==> src/shared/ppm_pkg.sv <==
// Purpose: Constants and carriers for the port power management block
// Assumes: Core clock at 200 MHz; PHY and peer-port signals on that clock
// Notes:
// Notes on behaviour
// - Writing 11b to the power state field moves either D0 sub-state to D3hot.
// - In D3hot, writing zero to the power state field returns to D0 Uninitialized.
// - Only D0 and D3hot exist; D1 and D2 writes are ignored.
// - Any reset gives D0 Uninitialized; otherwise only software changes D-state.
// - In D0 Uninitialized, setting any of bus master, memory or I/O enable enters D0 Active.
// - In D3hot only Type 0 config and completions pass; memory, I/O and Type 1 config get UR.
// - Type 1 config toward a D3hot port ends as UR; Type 0 completes.
// - Upstream port entering D3hot starts the PCI-PM L1 entry sequence.
// - In D3hot a hot-plug or link state event raises a PME message.
// - Tx L0s floats Tx lanes; Rx L0s idles Rx; L1 idles Rx only, holds FC timers.
// - Receive lanes enter L0s regardless of transmitter L0s enable.
// - After FTS, receiver returns to L0 on lock, else goes to Recovery.
// - In L0s the link returns to L0 for FC updates within 30 us.
// - Upstream Tx L0s entry needs downstream receivers low, nothing sendable pending.
// - Tx L0s entry needs ASPM support field 01b or 11b.
// - Idle conditions must hold 1 us or 4 us, selected by one bit.
// - Downstream Tx L0s entry needs upstream receivers in L0s, nothing pending.
// - Upstream leaves L0s on pending traffic, peer exit, L1, D3hot or retrain.
// - A receiver leaving L0s or L1 sends a link state change message.
// - Downstream leaves L0s on pending traffic, peer exit, retrain/disable or L1 request.
// - On any Tx L0s exit the PHY sends FTS and then returns to L0.
// - With L0s enabled an idle transmit link is put into L0s.

package ppm_pkg;

	// ----------------------------------------
	// Timing
	// ----------------------------------------
	localparam int CLK_PERIOD_NS = 5;
	localparam int IDLE_SHORT_NS = 1000;
	localparam int IDLE_LONG_NS = 4000;
	localparam int FC_UPDATE_NS = 30000;
	localparam int IDLE_SHORT_CYC = (IDLE_SHORT_NS + CLK_PERIOD_NS - 1) / CLK_PERIOD_NS;
	localparam int IDLE_LONG_CYC = (IDLE_LONG_NS + CLK_PERIOD_NS - 1) / CLK_PERIOD_NS;
	localparam int FC_UPDATE_CYC = FC_UPDATE_NS / CLK_PERIOD_NS;
	localparam int IDLE_CNT_W = 10;
	localparam int FC_CNT_W = 16;

	// ----------------------------------------
	// Register map
	// ----------------------------------------
	localparam int ADDR_W = 12;
	localparam int DATA_W = 32;
	localparam logic [ADDR_W-1:0] ADDR_CMD = 12'h004;
	localparam logic [ADDR_W-1:0] ADDR_PMCSR = 12'h044;
	localparam logic [ADDR_W-1:0] ADDR_LCAP = 12'h074;
	localparam logic [ADDR_W-1:0] ADDR_LCTL = 12'h078;
	localparam logic [ADDR_W-1:0] ADDR_PMHP = 12'hf70;
	localparam logic [ADDR_W-1:0] ADDR_STAT = 12'hf74;

	localparam int CMD_IO = 0;
	localparam int CMD_BM = 2;
	localparam int PS_LO = 0;
	localparam int PS_HI = 1;
	localparam int LCAP_ASPM_LO = 10;
	localparam int LCAP_ASPM_HI = 11;
	localparam int LCTL_ASPM_LO = 0;
	localparam int LCTL_ASPM_HI = 1;
	localparam int LCTL_DISABLE = 4;
	localparam int LCTL_RETRAIN = 5;
	localparam int PMHP_IDLE_SEL = 0;
	localparam int STAT_DST_LO = 0;
	localparam int STAT_TX_LO = 2;
	localparam int STAT_RX_LO = 4;

	localparam logic [1:0] PS_D0 = 2'h0;
	localparam logic [1:0] PS_D3 = 2'h3;
	localparam logic [1:0] ASPM_L0S = 2'h1;
	localparam logic [1:0] ASPM_L0S_L1 = 2'h3;
	localparam logic [1:0] LCAP_RESET = 2'h3;

	// ----------------------------------------
	// Enumerations
	// ----------------------------------------
	typedef enum logic [1:0] {D0_UNINIT, D0_ACTIVE, D3_HOT} ppm_dstate_type;
	typedef enum logic [1:0] {TX_L0, TX_L0S, TX_FTS} ppm_txst_type;
	typedef enum logic [1:0] {RX_L0, RX_L0S, RX_FTS, RX_RECOV} ppm_rxst_type;
	typedef enum logic [2:0] {REQ_MEM, REQ_IO, REQ_CFG0, REQ_CFG1, REQ_CPL} ppm_req_type;

	// ----------------------------------------
	// Carriers
	// ----------------------------------------
	typedef struct packed {
		logic tlpPending;
		logic noCredits;
		logic dllpPending;
		logic peerRxLowPwr;
		logic peerRxExit;
		logic aspmL1Met;
		logic retrainReq;
		logic l1ReqBelow;
		logic hotPlugEvt;
		logic linkStateEvt;
		logic linkInL1;
	} ppm_cond_type;

	typedef struct packed {
		logic rxIdle;
		logic rxFtsDone;
		logic rxLock;
		logic rxL1Exit;
		logic txFtsDone;
	} ppm_phy_in_type;

	typedef struct packed {
		logic txEnterL0s;
		logic txSendFts;
		logic txHighZ;
		logic rxLowPower;
		logic fcTimerHold;
	} ppm_phy_out_type;

endpackage : ppm_pkg

==> src/ppm_idle_timer.sv <==
// Purpose: Counts how long the L0s entry conditions have held
// Assumes: Reset is the synchronised copy from the port top
// Notes: Expired stays high while the conditions keep holding
`timescale 1ns/10ps

module ppm_idle_timer (
	input wire logic clk, // Core clock
	input wire logic rstn, // Synchronised reset, active low
	input wire logic condOk, // Entry conditions hold this cycle
	input wire logic longSel, // Select the long idle time
	output logic expired // Idle time elapsed
);

	typedef struct packed {
		logic [ppm_pkg::IDLE_CNT_W-1:0] cnt;
		logic done;
	} ppm_timer_state_type;

	localparam logic [ppm_pkg::IDLE_CNT_W-1:0] SHORT_LAST =
		ppm_pkg::IDLE_CNT_W'(ppm_pkg::IDLE_SHORT_CYC - 1);
	localparam logic [ppm_pkg::IDLE_CNT_W-1:0] LONG_LAST =
		ppm_pkg::IDLE_CNT_W'(ppm_pkg::IDLE_LONG_CYC - 1);

	ppm_timer_state_type s_q;
	ppm_timer_state_type s_d;
	logic [ppm_pkg::IDLE_CNT_W-1:0] last;

	always_comb begin
		s_d = s_q;
		last = longSel ? LONG_LAST : SHORT_LAST;
		if (!condOk) begin
			s_d.cnt = '0;
			s_d.done = 1'b0;
		end else if (s_q.cnt >= last) begin
			s_d.done = 1'b1;
		end else begin
			s_d.cnt = s_q.cnt + 1'b1;
		end
	end

	always_ff @(posedge clk or negedge rstn) begin
		if (!rstn) begin
			s_q <= '0;
		end else begin
			s_q <= s_d;
		end
	end

	assign expired = s_q.done;

endmodule : ppm_idle_timer

==> src/ppm_port.sv <==
// Purpose: D-state control, request filtering and ASPM L0s control of one port
// Assumes: PHY status, peer-port status and traffic flags are on the core clock
// Notes: UPSTREAM selects upstream or downstream port behaviour
//
// The address-and-strobe port and the address map are this design's own decisions.
`timescale 1ns/10ps

module ppm_port #(
	parameter bit UPSTREAM = 1'b1,
	parameter int FC_UPDATE_CYCLES = ppm_pkg::FC_UPDATE_CYC
) (
	input wire logic clk, // Core clock, 200 MHz
	input wire logic rstn, // Fundamental reset, active low
	input wire logic hotReset, // Later reset, synchronous, active high
	input wire logic [ppm_pkg::ADDR_W-1:0] regAddr, // Register byte address
	input wire logic [ppm_pkg::DATA_W-1:0] regWdata, // Register write data
	input wire logic regWr, // Write strobe
	input wire logic regRd, // Read strobe
	output logic [ppm_pkg::DATA_W-1:0] regRdata, // Read data, cycle after strobe
	input wire ppm_pkg::ppm_cond_type cond, // Traffic and peer-port status
	input wire ppm_pkg::ppm_phy_in_type phyIn, // PHY status
	input wire logic reqValid, // Incoming request valid
	input wire ppm_pkg::ppm_req_type reqKind, // Incoming request kind
	output ppm_pkg::ppm_phy_out_type phyOut, // PHY direction
	output logic reqAccept, // Request passes
	output logic reqUr, // Request ends as UR
	output logic lscMsg, // Link state change message
	output logic pmeMsg, // PME message
	output logic l1EntryReq, // Start PCI-PM L1 entry
	output ppm_pkg::ppm_dstate_type dState // Device power state
);

	// ----------------------------------------
	// State
	// ----------------------------------------
	typedef struct packed {
		logic [ppm_pkg::CMD_BM:ppm_pkg::CMD_IO] cmd;
		logic [1:0] ps;
		logic [1:0] aspmCap;
		logic [1:0] aspmCtl;
		logic retrain;
		logic linkOff;
		logic idleSel;
		ppm_pkg::ppm_dstate_type dst;
		ppm_pkg::ppm_txst_type tx;
		ppm_pkg::ppm_rxst_type rx;
		logic [ppm_pkg::FC_CNT_W-1:0] fcCnt;
		logic [ppm_pkg::DATA_W-1:0] rdata;
		ppm_pkg::ppm_phy_out_type phy;
		logic accept;
		logic ur;
		logic lsc;
		logic pme;
		logic l1Req;
	} ppm_port_state_type;

	localparam ppm_port_state_type RESET_STATE = '{
		cmd: '0,
		ps: ppm_pkg::PS_D0,
		aspmCap: ppm_pkg::LCAP_RESET,
		aspmCtl: '0,
		retrain: 1'b0,
		linkOff: 1'b0,
		idleSel: 1'b0,
		dst: ppm_pkg::D0_UNINIT,
		tx: ppm_pkg::TX_L0,
		rx: ppm_pkg::RX_L0,
		fcCnt: '0,
		rdata: '0,
		phy: '0,
		accept: 1'b0,
		ur: 1'b0,
		lsc: 1'b0,
		pme: 1'b0,
		l1Req: 1'b0
	};

	localparam logic [ppm_pkg::FC_CNT_W-1:0] FC_LAST =
		ppm_pkg::FC_CNT_W'(FC_UPDATE_CYCLES - 1);

	ppm_port_state_type s_q;
	ppm_port_state_type s_d;
	logic [1:0] rstSync_q;
	logic rstnInt;
	logic idleOk;
	logic idleExpired;
	logic l0sPermit;
	logic tlpSendable;
	logic peerIdle;
	logic exitCond;

	// ----------------------------------------
	// Functions
	// ----------------------------------------
	function automatic logic aspm_l0s_ok(input logic [1:0] field);
		aspm_l0s_ok = (field == ppm_pkg::ASPM_L0S) || (field == ppm_pkg::ASPM_L0S_L1);
	endfunction : aspm_l0s_ok

	// ----------------------------------------
	// Reset release
	// ----------------------------------------
	always_ff @(posedge clk or negedge rstn) begin
		if (!rstn) begin
			rstSync_q <= 2'h0;
		end else begin
			rstSync_q <= {rstSync_q[0], 1'b1};
		end
	end

	assign rstnInt = rstSync_q[1];

	// ----------------------------------------
	// L0s entry conditions
	// ----------------------------------------
	// A pending TLP without credits does not keep the link busy
	assign tlpSendable = cond.tlpPending && !cond.noCredits;
	assign peerIdle = cond.peerRxLowPwr;
	assign l0sPermit = aspm_l0s_ok(s_q.aspmCap)
		&& aspm_l0s_ok(s_q.aspmCtl)
		&& (s_q.dst != ppm_pkg::D3_HOT);
	assign idleOk = (s_q.tx == ppm_pkg::TX_L0) && l0sPermit && peerIdle
		&& !tlpSendable && !cond.dllpPending;

	ppm_idle_timer u_idle_timer (
		.clk(clk),
		.rstn(rstnInt),
		.condOk(idleOk),
		.longSel(s_q.idleSel),
		.expired(idleExpired)
	);

	// ----------------------------------------
	// L0s exit conditions
	// ----------------------------------------
	always_comb begin
		exitCond = tlpSendable || cond.dllpPending || cond.peerRxExit;
		if (UPSTREAM) begin
			exitCond = exitCond || cond.aspmL1Met
				|| (s_q.dst == ppm_pkg::D3_HOT) || cond.retrainReq;
		end else begin
			exitCond = exitCond || s_q.retrain
				|| s_q.linkOff || cond.l1ReqBelow;
		end
		if (s_q.fcCnt >= FC_LAST) begin
			exitCond = 1'b1;
		end
	end

	// ----------------------------------------
	// Next state
	// ----------------------------------------
	always_comb begin
		s_d = s_q;
		s_d.rdata = '0;
		s_d.accept = 1'b0;
		s_d.ur = 1'b0;
		s_d.lsc = 1'b0;
		s_d.pme = 1'b0;
		s_d.l1Req = 1'b0;
		s_d.phy.txEnterL0s = 1'b0;

		// Register writes
		if (regWr) begin
			if (regAddr == ppm_pkg::ADDR_CMD) begin
				s_d.cmd = regWdata[ppm_pkg::CMD_BM:ppm_pkg::CMD_IO];
			end else if (regAddr == ppm_pkg::ADDR_PMCSR) begin
				// D1 and D2 codes leave the field unchanged
				if (regWdata[ppm_pkg::PS_HI:ppm_pkg::PS_LO] == ppm_pkg::PS_D0
					|| regWdata[ppm_pkg::PS_HI:ppm_pkg::PS_LO] == ppm_pkg::PS_D3) begin
					s_d.ps = regWdata[ppm_pkg::PS_HI:ppm_pkg::PS_LO];
				end
			end else if (regAddr == ppm_pkg::ADDR_LCAP) begin
				s_d.aspmCap = regWdata[ppm_pkg::LCAP_ASPM_HI:ppm_pkg::LCAP_ASPM_LO];
			end else if (regAddr == ppm_pkg::ADDR_LCTL) begin
				s_d.aspmCtl = regWdata[ppm_pkg::LCTL_ASPM_HI:ppm_pkg::LCTL_ASPM_LO];
				s_d.retrain = regWdata[ppm_pkg::LCTL_RETRAIN];
				s_d.linkOff = regWdata[ppm_pkg::LCTL_DISABLE];
			end else if (regAddr == ppm_pkg::ADDR_PMHP) begin
				s_d.idleSel = regWdata[ppm_pkg::PMHP_IDLE_SEL];
			end
		end

		// Register reads
		if (regRd) begin
			if (regAddr == ppm_pkg::ADDR_CMD) begin
				s_d.rdata[ppm_pkg::CMD_BM:ppm_pkg::CMD_IO] = s_q.cmd;
			end else if (regAddr == ppm_pkg::ADDR_PMCSR) begin
				s_d.rdata[ppm_pkg::PS_HI:ppm_pkg::PS_LO] = s_q.ps;
			end else if (regAddr == ppm_pkg::ADDR_LCAP) begin
				s_d.rdata[ppm_pkg::LCAP_ASPM_HI:ppm_pkg::LCAP_ASPM_LO] = s_q.aspmCap;
			end else if (regAddr == ppm_pkg::ADDR_LCTL) begin
				s_d.rdata[ppm_pkg::LCTL_ASPM_HI:ppm_pkg::LCTL_ASPM_LO] = s_q.aspmCtl;
				s_d.rdata[ppm_pkg::LCTL_RETRAIN] = s_q.retrain;
				s_d.rdata[ppm_pkg::LCTL_DISABLE] = s_q.linkOff;
			end else if (regAddr == ppm_pkg::ADDR_PMHP) begin
				s_d.rdata[ppm_pkg::PMHP_IDLE_SEL] = s_q.idleSel;
			end else if (regAddr == ppm_pkg::ADDR_STAT) begin
				s_d.rdata[ppm_pkg::STAT_DST_LO +: 2] = s_q.dst;
				s_d.rdata[ppm_pkg::STAT_TX_LO +: 2] = s_q.tx;
				s_d.rdata[ppm_pkg::STAT_RX_LO +: 2] = s_q.rx;
			end
		end

		// Device power state, follows the written field values
		case (s_q.dst)
			ppm_pkg::D0_UNINIT: begin
				if (s_d.ps == ppm_pkg::PS_D3) begin
					s_d.dst = ppm_pkg::D3_HOT;
				end else if (regWr && regAddr == ppm_pkg::ADDR_CMD && |s_d.cmd) begin
					// Stale enables left from before D3hot must not wake the port
					s_d.dst = ppm_pkg::D0_ACTIVE;
				end
			end
			ppm_pkg::D0_ACTIVE: begin
				if (s_d.ps == ppm_pkg::PS_D3) begin
					s_d.dst = ppm_pkg::D3_HOT;
				end
			end
			ppm_pkg::D3_HOT: begin
				if (s_d.ps == ppm_pkg::PS_D0) begin
					s_d.dst = ppm_pkg::D0_UNINIT;
				end
			end
			default: begin
				s_d.dst = ppm_pkg::D0_UNINIT;
			end
		endcase

		// PCI-PM L1 request on D3hot entry
		if (UPSTREAM && s_q.dst != ppm_pkg::D3_HOT && s_d.dst == ppm_pkg::D3_HOT) begin
			s_d.l1Req = 1'b1;
		end

		// Wake events while in D3hot
		if (s_q.dst == ppm_pkg::D3_HOT && (cond.hotPlugEvt || cond.linkStateEvt)) begin
			s_d.pme = 1'b1;
		end

		// Request filtering
		if (reqValid) begin
			if (s_q.dst == ppm_pkg::D3_HOT) begin
				if (reqKind == ppm_pkg::REQ_CFG0 || reqKind == ppm_pkg::REQ_CPL) begin
					s_d.accept = 1'b1;
				end else begin
					s_d.ur = 1'b1;
				end
			end else begin
				s_d.accept = 1'b1;
			end
		end

		// Transmit link state
		case (s_q.tx)
			ppm_pkg::TX_L0: begin
				s_d.fcCnt = '0;
				if (idleExpired) begin
					s_d.tx = ppm_pkg::TX_L0S;
					s_d.phy.txEnterL0s = 1'b1;
				end
			end
			ppm_pkg::TX_L0S: begin
				s_d.fcCnt = s_q.fcCnt + 1'b1;
				if (exitCond) begin
					s_d.tx = ppm_pkg::TX_FTS;
					s_d.fcCnt = '0;
				end
			end
			ppm_pkg::TX_FTS: begin
				if (phyIn.txFtsDone) begin
					s_d.tx = ppm_pkg::TX_L0;
				end
			end
			default: begin
				s_d.tx = ppm_pkg::TX_L0;
			end
		endcase

		// Receive link state, independent of transmit enable
		case (s_q.rx)
			ppm_pkg::RX_L0: begin
				if (phyIn.rxIdle) begin
					s_d.rx = ppm_pkg::RX_L0S;
				end
			end
			ppm_pkg::RX_L0S: begin
				if (!phyIn.rxIdle) begin
					s_d.rx = ppm_pkg::RX_FTS;
					s_d.lsc = 1'b1;
				end
			end
			ppm_pkg::RX_FTS: begin
				if (phyIn.rxFtsDone) begin
					s_d.rx = phyIn.rxLock ? ppm_pkg::RX_L0 : ppm_pkg::RX_RECOV;
				end
			end
			ppm_pkg::RX_RECOV: begin
				if (phyIn.rxLock) begin
					s_d.rx = ppm_pkg::RX_L0;
				end
			end
			default: begin
				s_d.rx = ppm_pkg::RX_L0;
			end
		endcase

		if (phyIn.rxL1Exit) begin
			s_d.lsc = 1'b1;
		end

		// PHY lane direction
		s_d.phy.txSendFts = (s_d.tx == ppm_pkg::TX_FTS);
		s_d.phy.txHighZ = (s_d.tx == ppm_pkg::TX_L0S);
		s_d.phy.rxLowPower = (s_d.rx == ppm_pkg::RX_L0S) || cond.linkInL1;
		s_d.phy.fcTimerHold = cond.linkInL1;

		// Later reset returns everything to D0 Uninitialized
		if (hotReset) begin
			s_d = RESET_STATE;
		end
	end

	// ----------------------------------------
	// State register
	// ----------------------------------------
	always_ff @(posedge clk or negedge rstnInt) begin
		if (!rstnInt) begin
			s_q <= RESET_STATE;
		end else begin
			s_q <= s_d;
		end
	end

	// ----------------------------------------
	// Outputs
	// ----------------------------------------
	assign regRdata = s_q.rdata;
	assign phyOut = s_q.phy;
	assign reqAccept = s_q.accept;
	assign reqUr = s_q.ur;
	assign lscMsg = s_q.lsc;
	assign pmeMsg = s_q.pme;
	assign l1EntryReq = s_q.l1Req;
	assign dState = s_q.dst;

endmodule : ppm_port

==> config.mk <==
export PLATFORM = sky130hd
export DESIGN_NAME = ppm_port
export DESIGN_NICKNAME = d
export VERILOG_FILES = /design/src/shared/ppm_pkg.sv /design/src/ppm_idle_timer.sv /design/src/ppm_port.sv
export SDC_FILE = /design/constraint.sdc
export NUM_CORES = 1
export LEC_CHECK = 0
export ABC_AREA = 1
export BUFFER_PORTS_ARGS = -buffer_cell sky130_fd_sc_hd__clkbuf_2
export CAP_MARGIN = 40
export CORE_AREA = 4 4 92 94
export CTS_CLUSTER_DIAMETER = 100
export DETAILED_ROUTE_END_ITERATION = 7
export DIE_AREA = 0 0 96 98
export GPL_TIMING_DRIVEN = 0
export PLACE_DENSITY = 0.76
export SLEW_MARGIN = 20
export SYNTH_ARGS = -nofsm -noshare
export SYNTH_HDL_FRONTEND = slang
export SYNTH_SLANG_ARGS = --single-unit
==> constraint.sdc <==
create_clock -name clk -period 2.7 [get_ports clk]
set_input_delay 0.54 -clock clk [delete_from_list [all_inputs] [get_ports clk]]
set_output_delay 0.54 -clock clk [all_outputs]
set_load 0.02 [all_outputs]
==> results of run 1 <==
## worst max path at each step
stage | slack [ns] | to | depth (start not counted)
after global routing | 0.57 | u_idle_timer.s_q[3]$_DFFE_PN0P_ | 11
after detailed placement | 0.79 | u_idle_timer.s_q[10]$_DFFE_PN0P_ | 9
final | 0.75 | u_idle_timer.s_q[3]$_DFFE_PN0P_ | 10
after global placement | 0.04 | phyOut[4]$_DFF_PN0_ | 0
after floorplan | 0.76 | dState[0]$_DFF_PN0_ | 0
after CTS | 0.78 | u_idle_timer.s_q[3]$_DFFE_PN0P_ | 10
## cell type report
cell class                      count  area, um^2
Buffer                             44         328
Clock buffer                       12         155
Clock inverter                      4        51.3
Fill cell                         663        3110
Inverter                           75         287
Multi-Input combinational cell    300        1610
Sequential cell                    65        1630
Tap cell                          102         128
Timing Repair Buffer               63         343
## stage by stage
stage	power, mW	worst slack (ns)
final	2.07	0.754
after global routing	2.16	0.568
after CTS	2.09	0.777
after detailed placement	1.23	0.790
after global placement	1.22	0.0380
after floorplan	1.16	0.760
## registers in the layout, summed over array words and instances (netlist names)
signal and cells:
dState 2, s_q 32, regRdata 8, u_idle_timer.s_q 10, reqAccept 1, reqUr 1
phyOut 5, lscMsg 1, rstSync_q 2, pmeMsg 1, l1EntryReq 1, u_idle_timer.expired 1
## where the power goes
group / internal [mW] / switching (mW) / total, mW / leakage [nW]
clock: 0.477 / 0.380 / 0.858 / 0.103
combinational: 0.0826 / 0.129 / 0.212 / 1.45
sequential: 0.991 / 0.0128 / 1.00 / 0.886
## critical path: stages, from the launching register on
cell,delay (ns)
sky130_fd_sc_hd__dfrtp_1,0.42
sky130_fd_sc_hd__inv_1,0.17
sky130_fd_sc_hd__ha_1,0.27
sky130_fd_sc_hd__a211o_1,0.29
sky130_fd_sc_hd__nand2_1,0.07
sky130_fd_sc_hd__nand3_2,0.14
sky130_fd_sc_hd__inv_1,0.24
sky130_fd_sc_hd__nand2_1,0.08
sky130_fd_sc_hd__nand2_1,0.06
sky130_fd_sc_hd__o211ai_1,0.09
sky130_fd_sc_hd__inv_1,0.06
## cells by family after synthesis
family | Yosys count
AND/OR/NAND/NOR | 193
buffers and inverters | 119
flip-flops | 65
AO/OA/AOI/OAI | 63
XOR/XNOR | 10
adder cells (fa/ha/maj) | 8
other | 2
multiplexers | 1
## metal layers
metal / wire length, um / share of wire / vias up
li1: - / - / 1593
met1: 3370 / 0.42 / 1432
met2: 4020 / 0.50 / 106
met3: 485 / 0.060 / 18
met4: 212 / 0.026 / 0
met5: 0 / 0 / -
## repair_timing
action,4_1_cts,5_1_grt
setup buffers,0,0
hold buffers,1,0
resized for setup,0,0
hold endpoints to repair,2,0
## placed cells by master, fill, tap and decap left out, types with 3 or more instances in the layout
master / instances
sky130_fd_sc_hd__inv_1: 68
sky130_fd_sc_hd__nand2_1: 68
sky130_fd_sc_hd__dfrtp_1: 62
sky130_fd_sc_hd__clkbuf_2: 61
sky130_fd_sc_hd__nor2_1: 51
sky130_fd_sc_hd__buf_4: 40
sky130_fd_sc_hd__nand3_1: 27
sky130_fd_sc_hd__conb_1: 25
sky130_fd_sc_hd__a21oi_1: 24
sky130_fd_sc_hd__o21ai_0: 21
sky130_fd_sc_hd__clkbuf_8: 12
sky130_fd_sc_hd__nand2_2: 9
sky130_fd_sc_hd__xor2_1: 9
sky130_fd_sc_hd__nand4_1: 9
sky130_fd_sc_hd__nor3_1: 8
sky130_fd_sc_hd__ha_1: 8
sky130_fd_sc_hd__o22ai_1: 7
sky130_fd_sc_hd__inv_2: 5
sky130_fd_sc_hd__o21ai_1: 4
sky130_fd_sc_hd__nor2_8: 3
sky130_fd_sc_hd__nand3_2: 3
sky130_fd_sc_hd__nor2_2: 3
==> flow_metrics.tcl, run 1 <==
set metrics [dict create \
    fp.dieW_um 96 \
    cts_max_level 3 \
    post_synth_edffs 0 \
    syn_area_um2 3770 \
    num-nets-final 635 \
    global_route_wire_length_before_repair_mm 13.0 \
    area_growth_pct 20.3 \
    min_period_ns 1.95 \
    postSynth.asyncResetShare 1.00 \
    crit_path_start_kind "flop" \
    worstPathRequired_ns 2.97 \
    arrival_ns 2.22 \
    fin_util 0.593 \
    clk-insertion-delay-late_ns 0.34 \
    clkSinkCount 65 \
    finalSetupViolations 0 \
    drt-total-wl_mm 8.09 \
    cts_inserted_buffers 9 \
    synth_xor_area_frac 0.0232 \
    stdcell_area_um2 4540 \
    finClkSkew_ns 0.0131 \
    placed_cell_area_um2 4320 \
    route.detailed.wl_per_inst_um 12.2 \
    ctsLongestPathBuffers 2 \
    io-pin-count 113 \
    timing.final.crit_share 0.721 \
    clock-root-buffer "sky130_fd_sc_hd__clkbuf_8" \
    worst_ir_drop_vdd_uv 165 \
    grtUsageMet3 0.0439 \
    grt_antenna_before_repair 0 \
    warnings_from_yosys 0 \
    starting_drt_drc_count 153 \
    synth.cells.most_frequent "68 x sky130_fd_sc_hd__inv_1, 68 x sky130_fd_sc_hd__nand2_1, 63 x sky130_fd_sc_hd__dfrtp_1, 51 x sky130_fd_sc_hd__nor2_1, 40 x sky130_fd_sc_hd__buf_4" \
    critPathKind "reg -> reg" \
    crit_path_max_fanout 8 \
    post_synth_mux_area_share 0.00265 \
    layout-drive-gt1-share 0.279 \
    antenna_cells_inserted 0 \
    worst-r2r-setup-slack_ns 0.75 \
    post_synth_cell_types 42 \
    avgViaCountPerCell 4.74 \
    timing.final.hold_violations 0 \
    grt_setup_unrepaired "false" \
    worst_setup_path_end_kind "flop" \
    grt.met2_usage 0.295 \
    drtAntennaViolNets 0 \
    drtPass1Iterations 4 \
    r2r_end "u_idle_timer.s_q[3]$_DFFE_PN0P_" \
    max_capacitance_violation_count 0 \
    max_freq_mhz 514 \
    main_combinational_cell_family_by_area_after_synthesis "simple AND/OR/NAND/NOR gates" \
    top_usage_layer "met2" \
    drt_drc_violations_left 0 \
    die_h_um 98 \
    postSynthCellCount 461 \
    grt_overflow_total 0 \
    gp_congestion 0.935 \
    power_density_nw_per_um2 457 \
    final-instance-count-excl-fill 665 \
    synth.largest_area_cell "sky130_fd_sc_hd__dfrtp_1" \
    syn_area_per_cell_um2 8.18 \
    status "complete, no violations" \
    power.static_leakage_nw 2.44 \
    vias 3149 \
    yosys.area_share.adder 0.0265 \
    total_of_buffers_placed_on_input_and_output_ports 61 \
    timing.reg2reg.worst_path_depth 10 \
    hold_path_class "reg -> async" \
    yosys_register_bits 65 \
    core_area_um2 7650 \
    die_area_um2 9410 \
    cts.clk_slew.worst_paths_ns 0.07 \
    placementRows 32 \
    cts_tree "done" \
    hpwlAfterDp_mm 6.36 \
    synth-simple-area-share 0.253 \
    grt_util_all_layers 0.176 \
    initial_utilization 0.493 \
    rr_startpoint "s_q[64]$_DFFE_PN0P_" \
    via_count_of_the_first_global_routing_pass 2990 \
    place_inst 648 \
    grt_start_max_net_pins 49 \
    grt_use_met1 0.206 \
    ys_dominant_reg_cell "sky130_fd_sc_hd__dfrtp_1" \
    netlist.area_leader.share 0.418 \
    main_area_contributors_after_synthesis "sky130_fd_sc_hd__dfrtp_1 42%, sky130_fd_sc_hd__buf_4 8.0%, sky130_fd_sc_hd__inv_1 6.8%, sky130_fd_sc_hd__nand2_1 6.8%, sky130_fd_sc_hd__nor2_1 5.1%" \
    setup-tns-final_ns 0 \
    count_of_final_max_slew_check_failures 0 \
    compound_gate_fraction_of_synth_area 0.0972 \
    whs_ns 0.185 \
    yosysSeqAreaShare 0.432 \
    worst_setup_path_startpoint "s_q[64]$_DFFE_PN0P_" \
]
Power figures use the tool's default switching activity.
==> inputs of run 2 (changes only) <==
--- a/config.mk
+++ b/config.mk
@@ -5,15 +5,15 @@
 export SDC_FILE = /design/constraint.sdc
 export NUM_CORES = 1
 export LEC_CHECK = 0
-export ABC_AREA = 1
+export ABC_AREA = 0
 export BUFFER_PORTS_ARGS = -buffer_cell sky130_fd_sc_hd__clkbuf_2
 export CAP_MARGIN = 40
-export CORE_AREA = 4 4 92 94
+export CORE_AREA = 4 4 91 93
 export CTS_CLUSTER_DIAMETER = 100
 export DETAILED_ROUTE_END_ITERATION = 7
-export DIE_AREA = 0 0 96 98
+export DIE_AREA = 0 0 95 97
 export GPL_TIMING_DRIVEN = 0
-export PLACE_DENSITY = 0.76
+export PLACE_DENSITY = 0.75
 export SLEW_MARGIN = 20
 export SYNTH_ARGS = -nofsm -noshare
 export SYNTH_HDL_FRONTEND = slang
==> constraint.sdc (replaced) <==
create_clock -name clk -period 1.9 [get_ports clk]
set_input_delay 0.38 -clock clk [delete_from_list [all_inputs] [get_ports clk]]
set_output_delay 0.38 -clock clk [all_outputs]
set_load 0.02 [all_outputs]
==> run 2 against run 1 <==
The flow now finishes with violations (negative setup slack). Largest power group is now clock. Total power rose by 52%. Global-route usage rose by 0.94 points. Critical endpoint is now u_idle_timer.s_q[8]$_DFFE_PN0P_. Flip-flop and latch count did not move. Final area rose by 4.1%. Highest routed layer unchanged. Die area fell by 2.1%. Worst setup slack got worse by 0.77 ns. Sequential share of layout area fell by 1.4 points. Largest cell class is now multi-input combinational cells. Critical path type unchanged.
==> flow_metrics.tcl, run 2 <==
set metrics [dict create \
    synth.largest_area_cell "sky130_fd_sc_hd__dfrtp_1" \
    starting_drt_drc_count 183 \
    r2r_end "u_idle_timer.s_q[8]$_DFFE_PN0P_" \
    hpwlAfterDp_mm 6.02 \
    max_capacitance_violation_count 0 \
    hold_path_class "reg -> async" \
    final-instance-count-excl-fill 594 \
    largest_incremental_delay_on_the_critical_path_ns 0.46 \
    cell_internal_pwr_mw 2.47 \
    core_area_um2 7530 \
    die_h_um 97 \
    global_route_wire_length_before_repair_mm 13.6 \
    ys_dominant_reg_cell "sky130_fd_sc_hd__dfrtp_1" \
    placementRows 32 \
    post_synth_cell_types 53 \
    finalSetupViolations 2 \
    die_area_um2 9220 \
    syn_area_um2 3640 \
    power_frac_comb 0.079 \
    crit_chain "ha_4, nand4_1, a21oi_4, buf_12, nor4_4, xnor2_1, nor2_1" \
    max_slew.worst_pin.slew_ns 0.575 \
    ctsLongestPathBuffers 2 \
    io-pin-count 113 \
    cts_tree "done" \
    netSwitchingFraction 0.214 \
    postSynth.asyncResetShare 1.00 \
    critPathKind "reg -> reg" \
    max_freq_mhz 523 \
    area_growth_pct 29.8 \
    grt_start_max_net_pins 64 \
    setup_slack_ns -0.0132 \
    fin_util 0.628 \
    clock-root-buffer "sky130_fd_sc_hd__clkbuf_8" \
    p_total_mw 3.15 \
    power_switching_mw 0.673 \
    whs_ns 0.154 \
    total_of_buffers_placed_on_input_and_output_ports 60 \
    drt-total-wl_mm 8.31 \
    yosys.cell_count.top_type "sky130_fd_sc_hd__dfrtp_1" \
    route.detailed.wl_per_inst_um 14.0 \
    status "finished with violations" \
    via_count_of_the_first_global_routing_pass 3072 \
    power.share.sequential 0.446 \
    clkSinkCount 65 \
    grt_overflow_total 0 \
    netlist.area_leader.share 0.433 \
    postSynthCellCount 382 \
    syn_area_per_cell_um2 9.52 \
    grt_setup_unrepaired "true" \
    antenna_cells_inserted 0 \
    power.static_leakage_nw 2.15 \
    cts_max_level 3 \
    power_density_nw_per_um2 666 \
    num-nets-final 564 \
    grt_util_all_layers 0.186 \
    clk-insertion-delay-late_ns 0.34 \
    avgViaCountPerCell 5.27 \
    main_area_contributors_after_synthesis "sky130_fd_sc_hd__dfrtp_1 43%, sky130_fd_sc_hd__buf_4 8.0%, sky130_fd_sc_hd__nor2_1 4.3%, sky130_fd_sc_hd__xnor2_1 3.1%, sky130_fd_sc_hd__nand2_1 2.9%" \
    timing.critical_path.depth 7 \
    yosysSeqAreaShare 0.448 \
    vias 3131 \
    count_of_final_max_slew_check_failures 0 \
    worst_ir_drop_vdd_uv 563 \
    crit_path_top_delay_cell "sky130_fd_sc_hd__dfrtp_2" \
    post_synth_edffs 0 \
    cts_inserted_buffers 9 \
    cp.buffers_inverters 1 \
    crit_path_start_kind "flop" \
    violations_in_the_final_reports "negative setup slack" \
    timing.final.hold_violations 0 \
    arrival_ns 2.12 \
    gp_congestion 0.899 \
    placed_cell_area_um2 4160 \
    crit_path_max_fanout 5 \
    drtPass1Iterations 6 \
    largest_reg_flops 32 \
    crit_family "flip-flops" \
    fp.dieW_um 95 \
    worstPathRequired_ns 2.11 \
    place_inst 567 \
    rr_startpoint "u_idle_timer.s_q[5]$_DFFE_PN0P_" \
    timing.max_slew.rel_slack 0.617 \
    grt_antenna_before_repair 0 \
    top_register "s_q" \
    layout-drive-gt1-share 0.337 \
    warnings_from_yosys 0 \
    final_common_cell "sky130_fd_sc_hd__clkbuf_2" \
    worst-r2r-setup-slack_ns -0.01 \
    yosys_register_bits 65 \
    preCtsSetupSlack_ns -0.160 \
    drtAntennaViolNets 0 \
    timing.reg2reg.worst_path_depth 7 \
    timing.final.crit_share 1.01 \
    cts.clk_slew.worst_paths_ns 0.07 \
    synth.cells.most_frequent "63 x sky130_fd_sc_hd__dfrtp_1, 42 x sky130_fd_sc_hd__nor2_1, 39 x sky130_fd_sc_hd__buf_4, 28 x sky130_fd_sc_hd__nand2_1, 18 x sky130_fd_sc_hd__a21oi_1" \
    min_period_ns 1.91 \
    drt_drc_violations_left 0 \
    setup-tns-final_ns -0.0203 \
    power.share.clock 0.475 \
    initial_utilization 0.483 \
    stdcell_area_um2 4720 \
    finClkSkew_ns 0.0107 \
    worst_setup_path_end_kind "flop" \
    most-common-layout-cells "61 x sky130_fd_sc_hd__clkbuf_2, 60 x sky130_fd_sc_hd__dfrtp_1, 47 x sky130_fd_sc_hd__buf_4, 42 x sky130_fd_sc_hd__nor2_1, 28 x sky130_fd_sc_hd__nand2_1" \
]
==> run 2: changes by cell type after synthesis, sizes merged, moves of 10 or more <==
cell	previous run	this run
inv	73	7
nand2	79	28
nor2	59	42
nand3	30	14
o21ai	27	13
xnor2	1	13
nor4	3	14
nand2b	0	10
==> run 2: timing repair <==
item,4_1_cts,5_1_grt
buffers inserted,1,7
endpoints found under the setup margin,23,26
cloned,1,0
hold endpoints to repair,2,0
gates resized for setup,12,22
hold buffers,1,0
pin swaps,5,13
==> run 2: cells by family (layout without fill, tap and decap cells) <==
logic type | count (synthesis) | count (layout) | share of synthesized area
other | 2 | 25 | 0.00206
AND/OR/NAND/NOR | 169 | 169 | 0.261
XOR/XNOR | 13 | 13 | 0.0313
multiplexers | 10 | 10 | 0.0275
flip-flops | 65 | 65 | 0.448
AO/OA/AOI/OAI | 56 | 57 | 0.101
buffers and inverters | 59 | 145 | 0.102
adder cells (fa/ha/maj) | 8 | 8 | 0.0275
==> run 2: cell type report <==
cell class / instances / area, um^2
clock inverters: 4 / 97.6
flip-flops and latches: 65 / 1640
repair buffers: 70 / 410
inverters: 7 / 26.3
multi-input cells: 282 / 1910
plain buffers: 52 / 348
well taps: 102 / 128
clock buffers: 12 / 165
fillers: 653 / 2800
==> run 2: worst max path at each step <==
stage                                    startpoint                          endpoint  slack, ns
finish              u_idle_timer.s_q[5]$_DFFE_PN0P_   u_idle_timer.s_q[8]$_DFFE_PN0P_      -0.01
global route        u_idle_timer.s_q[5]$_DFFE_PN0P_   u_idle_timer.s_q[9]$_DFFE_PN0P_      -0.09
CTS                             s_q[42]$_DFFE_PN0P_               s_q[52]$_DFFE_PN0P_      0.009
detailed placement              s_q[64]$_DFFE_PN0P_  u_idle_timer.s_q[10]$_DFFE_PN0P_      -0.16
global placement                s_q[64]$_DFFE_PN0P_  u_idle_timer.s_q[10]$_DFFE_PN0P_      -0.13
floorplan                       s_q[64]$_DFFE_PN0P_  u_idle_timer.s_q[10]$_DFFE_PN0P_       0.06
==> run 2: power groups by stage <==
stage / clock (mW) / combinational, mW / sequential [mW]
floorplan: 0 / 0.139 / 1.44
global placement: 0 / 0.214 / 1.45
detailed placement: 0 / 0.217 / 1.45
CTS: 1.52 / 0.221 / 1.42
global route: 1.59 / 0.277 / 1.40
finish: 1.49 / 0.249 / 1.40
==> run 2: routing by layer <==
layer,GRT usage,vias to the layer above,part of all wire
met1,0.227,1498,0.40
met4,0.0622,0,0.022
met5,0,-,0
met2,0.308,106,0.52
met3,0.0575,19,0.060
li1,-,1508,-
==> inputs of run 3 (changes only) <==
--- a/config.mk
+++ b/config.mk
@@ -12,7 +12,6 @@
 export CTS_CLUSTER_DIAMETER = 100
 export DETAILED_ROUTE_END_ITERATION = 7
 export DIE_AREA = 0 0 95 97
-export GPL_TIMING_DRIVEN = 0
 export PLACE_DENSITY = 0.75
 export SLEW_MARGIN = 20
 export SYNTH_ARGS = -nofsm -noshare
==> run 3 against run 2 <==
First-iteration DRC count is 25% higher. Total power is 11% lower. The run now ends clean. Final area down 7.9%. Global-route usage is 0.31 points lower. Largest cell class unchanged. Non-clock buffer count is 27 lower. Worst setup slack better by 0.055 ns.
==> flow_metrics.tcl, run 3 (synthesis gave the netlist of run 2 again) <==
set metrics [dict create \
    place_inst 549 \
    io-pin-count 113 \
    power_density_nw_per_um2 641 \
    avgViaCountPerCell 5.32 \
    die_h_um 97 \
    max_capacitance_violation_count 0 \
    total_of_buffers_placed_on_input_and_output_ports 62 \
    worst_setup_path_end_kind "flop" \
    starting_drt_drc_count 228 \
    drt-total-wl_mm 8.09 \
    gp_congestion 0.876 \
    final-instance-count-excl-fill 565 \
    max_slew.worst_pin.slew_ns 0.542 \
    drt_drc_violations_left 0 \
    setup_slack_ns 0.0416 \
    grt_util_all_layers 0.183 \
    drtPass1Iterations 5 \
    worstPathRequired_ns 2.12 \
    p_total_mw 2.79 \
    cts_tree "done" \
    power.static_leakage_nw 2.00 \
    cts.clk_slew.worst_paths_ns 0.07 \
    initial_utilization 0.483 \
    clk-insertion-delay-late_ns 0.34 \
    area_growth_pct 19.6 \
    cts_max_level 3 \
    hpwlAfterDp_mm 6.08 \
    crit_path_start_kind "flop" \
    finClkSkew_ns 0.00937 \
    grt_start_max_net_pins 28 \
    timing.final.hold_violations 0 \
    cts_setup_buffers 0 \
    grt_setup_unrepaired "true" \
    grt_overflow_total 0 \
    die_area_um2 9220 \
    top_register "s_q" \
    placed_cell_area_um2 4070 \
    core_area_um2 7530 \
    num-nets-final 536 \
    max_freq_mhz 538 \
    worst_ir_drop_vdd_uv 289 \
    global_route_wire_length_before_repair_mm 13.4 \
    vias 3006 \
    status "complete, no violations" \
    ctsLongestPathBuffers 2 \
    critPathKind "reg -> reg" \
    placementRows 32 \
    clock-root-buffer "sky130_fd_sc_hd__clkbuf_8" \
    whs_ns 0.178 \
    hold_path_class "reg -> async" \
    setup-tns-final_ns 0 \
    count_of_final_max_slew_check_failures 0 \
    crit_path_max_fanout 10 \
    fin_util 0.578 \
    layout-drive-gt1-share 0.287 \
    stdcell_area_um2 4350 \
    antenna_cells_inserted 0 \
    via_count_of_the_first_global_routing_pass 2933 \
    timing.final.crit_share 0.978 \
    route.detailed.wl_per_inst_um 14.3 \
    grt_antenna_before_repair 0 \
    min_period_ns 1.86 \
    largest_reg_flops 32 \
    fp.dieW_um 95 \
    timing.max_slew.rel_slack 0.638 \
    most-common-layout-cells "62 x sky130_fd_sc_hd__dfrtp_1, 62 x sky130_fd_sc_hd__clkbuf_2, 42 x sky130_fd_sc_hd__nor2_1, 31 x sky130_fd_sc_hd__buf_4, 28 x sky130_fd_sc_hd__nand2_1" \
    clkSinkCount 65 \
    arrival_ns 2.08 \
    drtAntennaViolNets 0 \
    preCtsSetupSlack_ns -0.170 \
    finalSetupViolations 0 \
    cts_inserted_buffers 9 \
]
## run 3: final cells by class
class,instances,area [um^2]
multi-input cells,281,1800
well taps,102,128
clock inverters,3,40.0
flip-flops and latches,65,1630
clock buffers,12,155
inverters,7,26.3
fillers,676,3180
repair buffers,95,573
## run 3: critical path, cell delays in order, from the launching register on
cell                       delay, ns
sky130_fd_sc_hd__dfrtp_1        0.38
sky130_fd_sc_hd__inv_2          0.10
sky130_fd_sc_hd__ha_1           0.28
sky130_fd_sc_hd__a211oi_4       0.28
sky130_fd_sc_hd__a21oi_4        0.15
sky130_fd_sc_hd__nor4_1         0.33
sky130_fd_sc_hd__xnor2_1        0.16
sky130_fd_sc_hd__nor2_1         0.05
## run 3: worst paths after layout
kind	to	cells after the start	from	slack (ns)
setup / recovery	u_idle_timer.s_q[8]$_DFFE_PN0P_	7	s_q[64]$_DFFE_PN0P_	0.04
hold reg to reg	phyOut[1]$_DFF_PN0_	0	rstSync_q[1]$_DFF_PN0_	0.18
min in group clk	lscMsg$_DFF_PN0_	3	phyIn[1]	0.26
hold / removal	phyOut[1]$_DFF_PN0_	0	rstSync_q[1]$_DFF_PN0_	0.18
max in group asynchronous	s_q[69]$_DFFE_PN1P_	1	rstSync_q[1]$_DFF_PN0_	1.13
setup reg to reg	u_idle_timer.s_q[8]$_DFFE_PN0P_	7	s_q[64]$_DFFE_PN0P_	0.04
## run 3: routing by layer
layer / up-vias / routed length, um / share of wire / GRT usage
met2: 88 / 4170 / 0.52 / 0.307
met5: - / 0 / 0 / 0
met3: 13 / 437 / 0.054 / 0.0451
met1: 1456 / 3370 / 0.42 / 0.229
met4: 0 / 100 / 0.012 / 0.0544
li1: 1449 / - / - / -
## run 3: timing repair
item | 4_1_cts | 5_1_grt
gates resized for setup | 5 | 9
hold endpoints to repair | 2 | 0
setup endpoints to repair | 9 | 18
pin swaps | 1 | 2
hold buffers | 1 | 0
## run 3: where the power goes
part           total [mW]  internal (mW)  switching, mW
Clock                1.18          0.667          0.509
Combinational       0.208         0.0684          0.140
Sequential           1.40           1.39         0.0115
Total                2.79           2.13          0.661
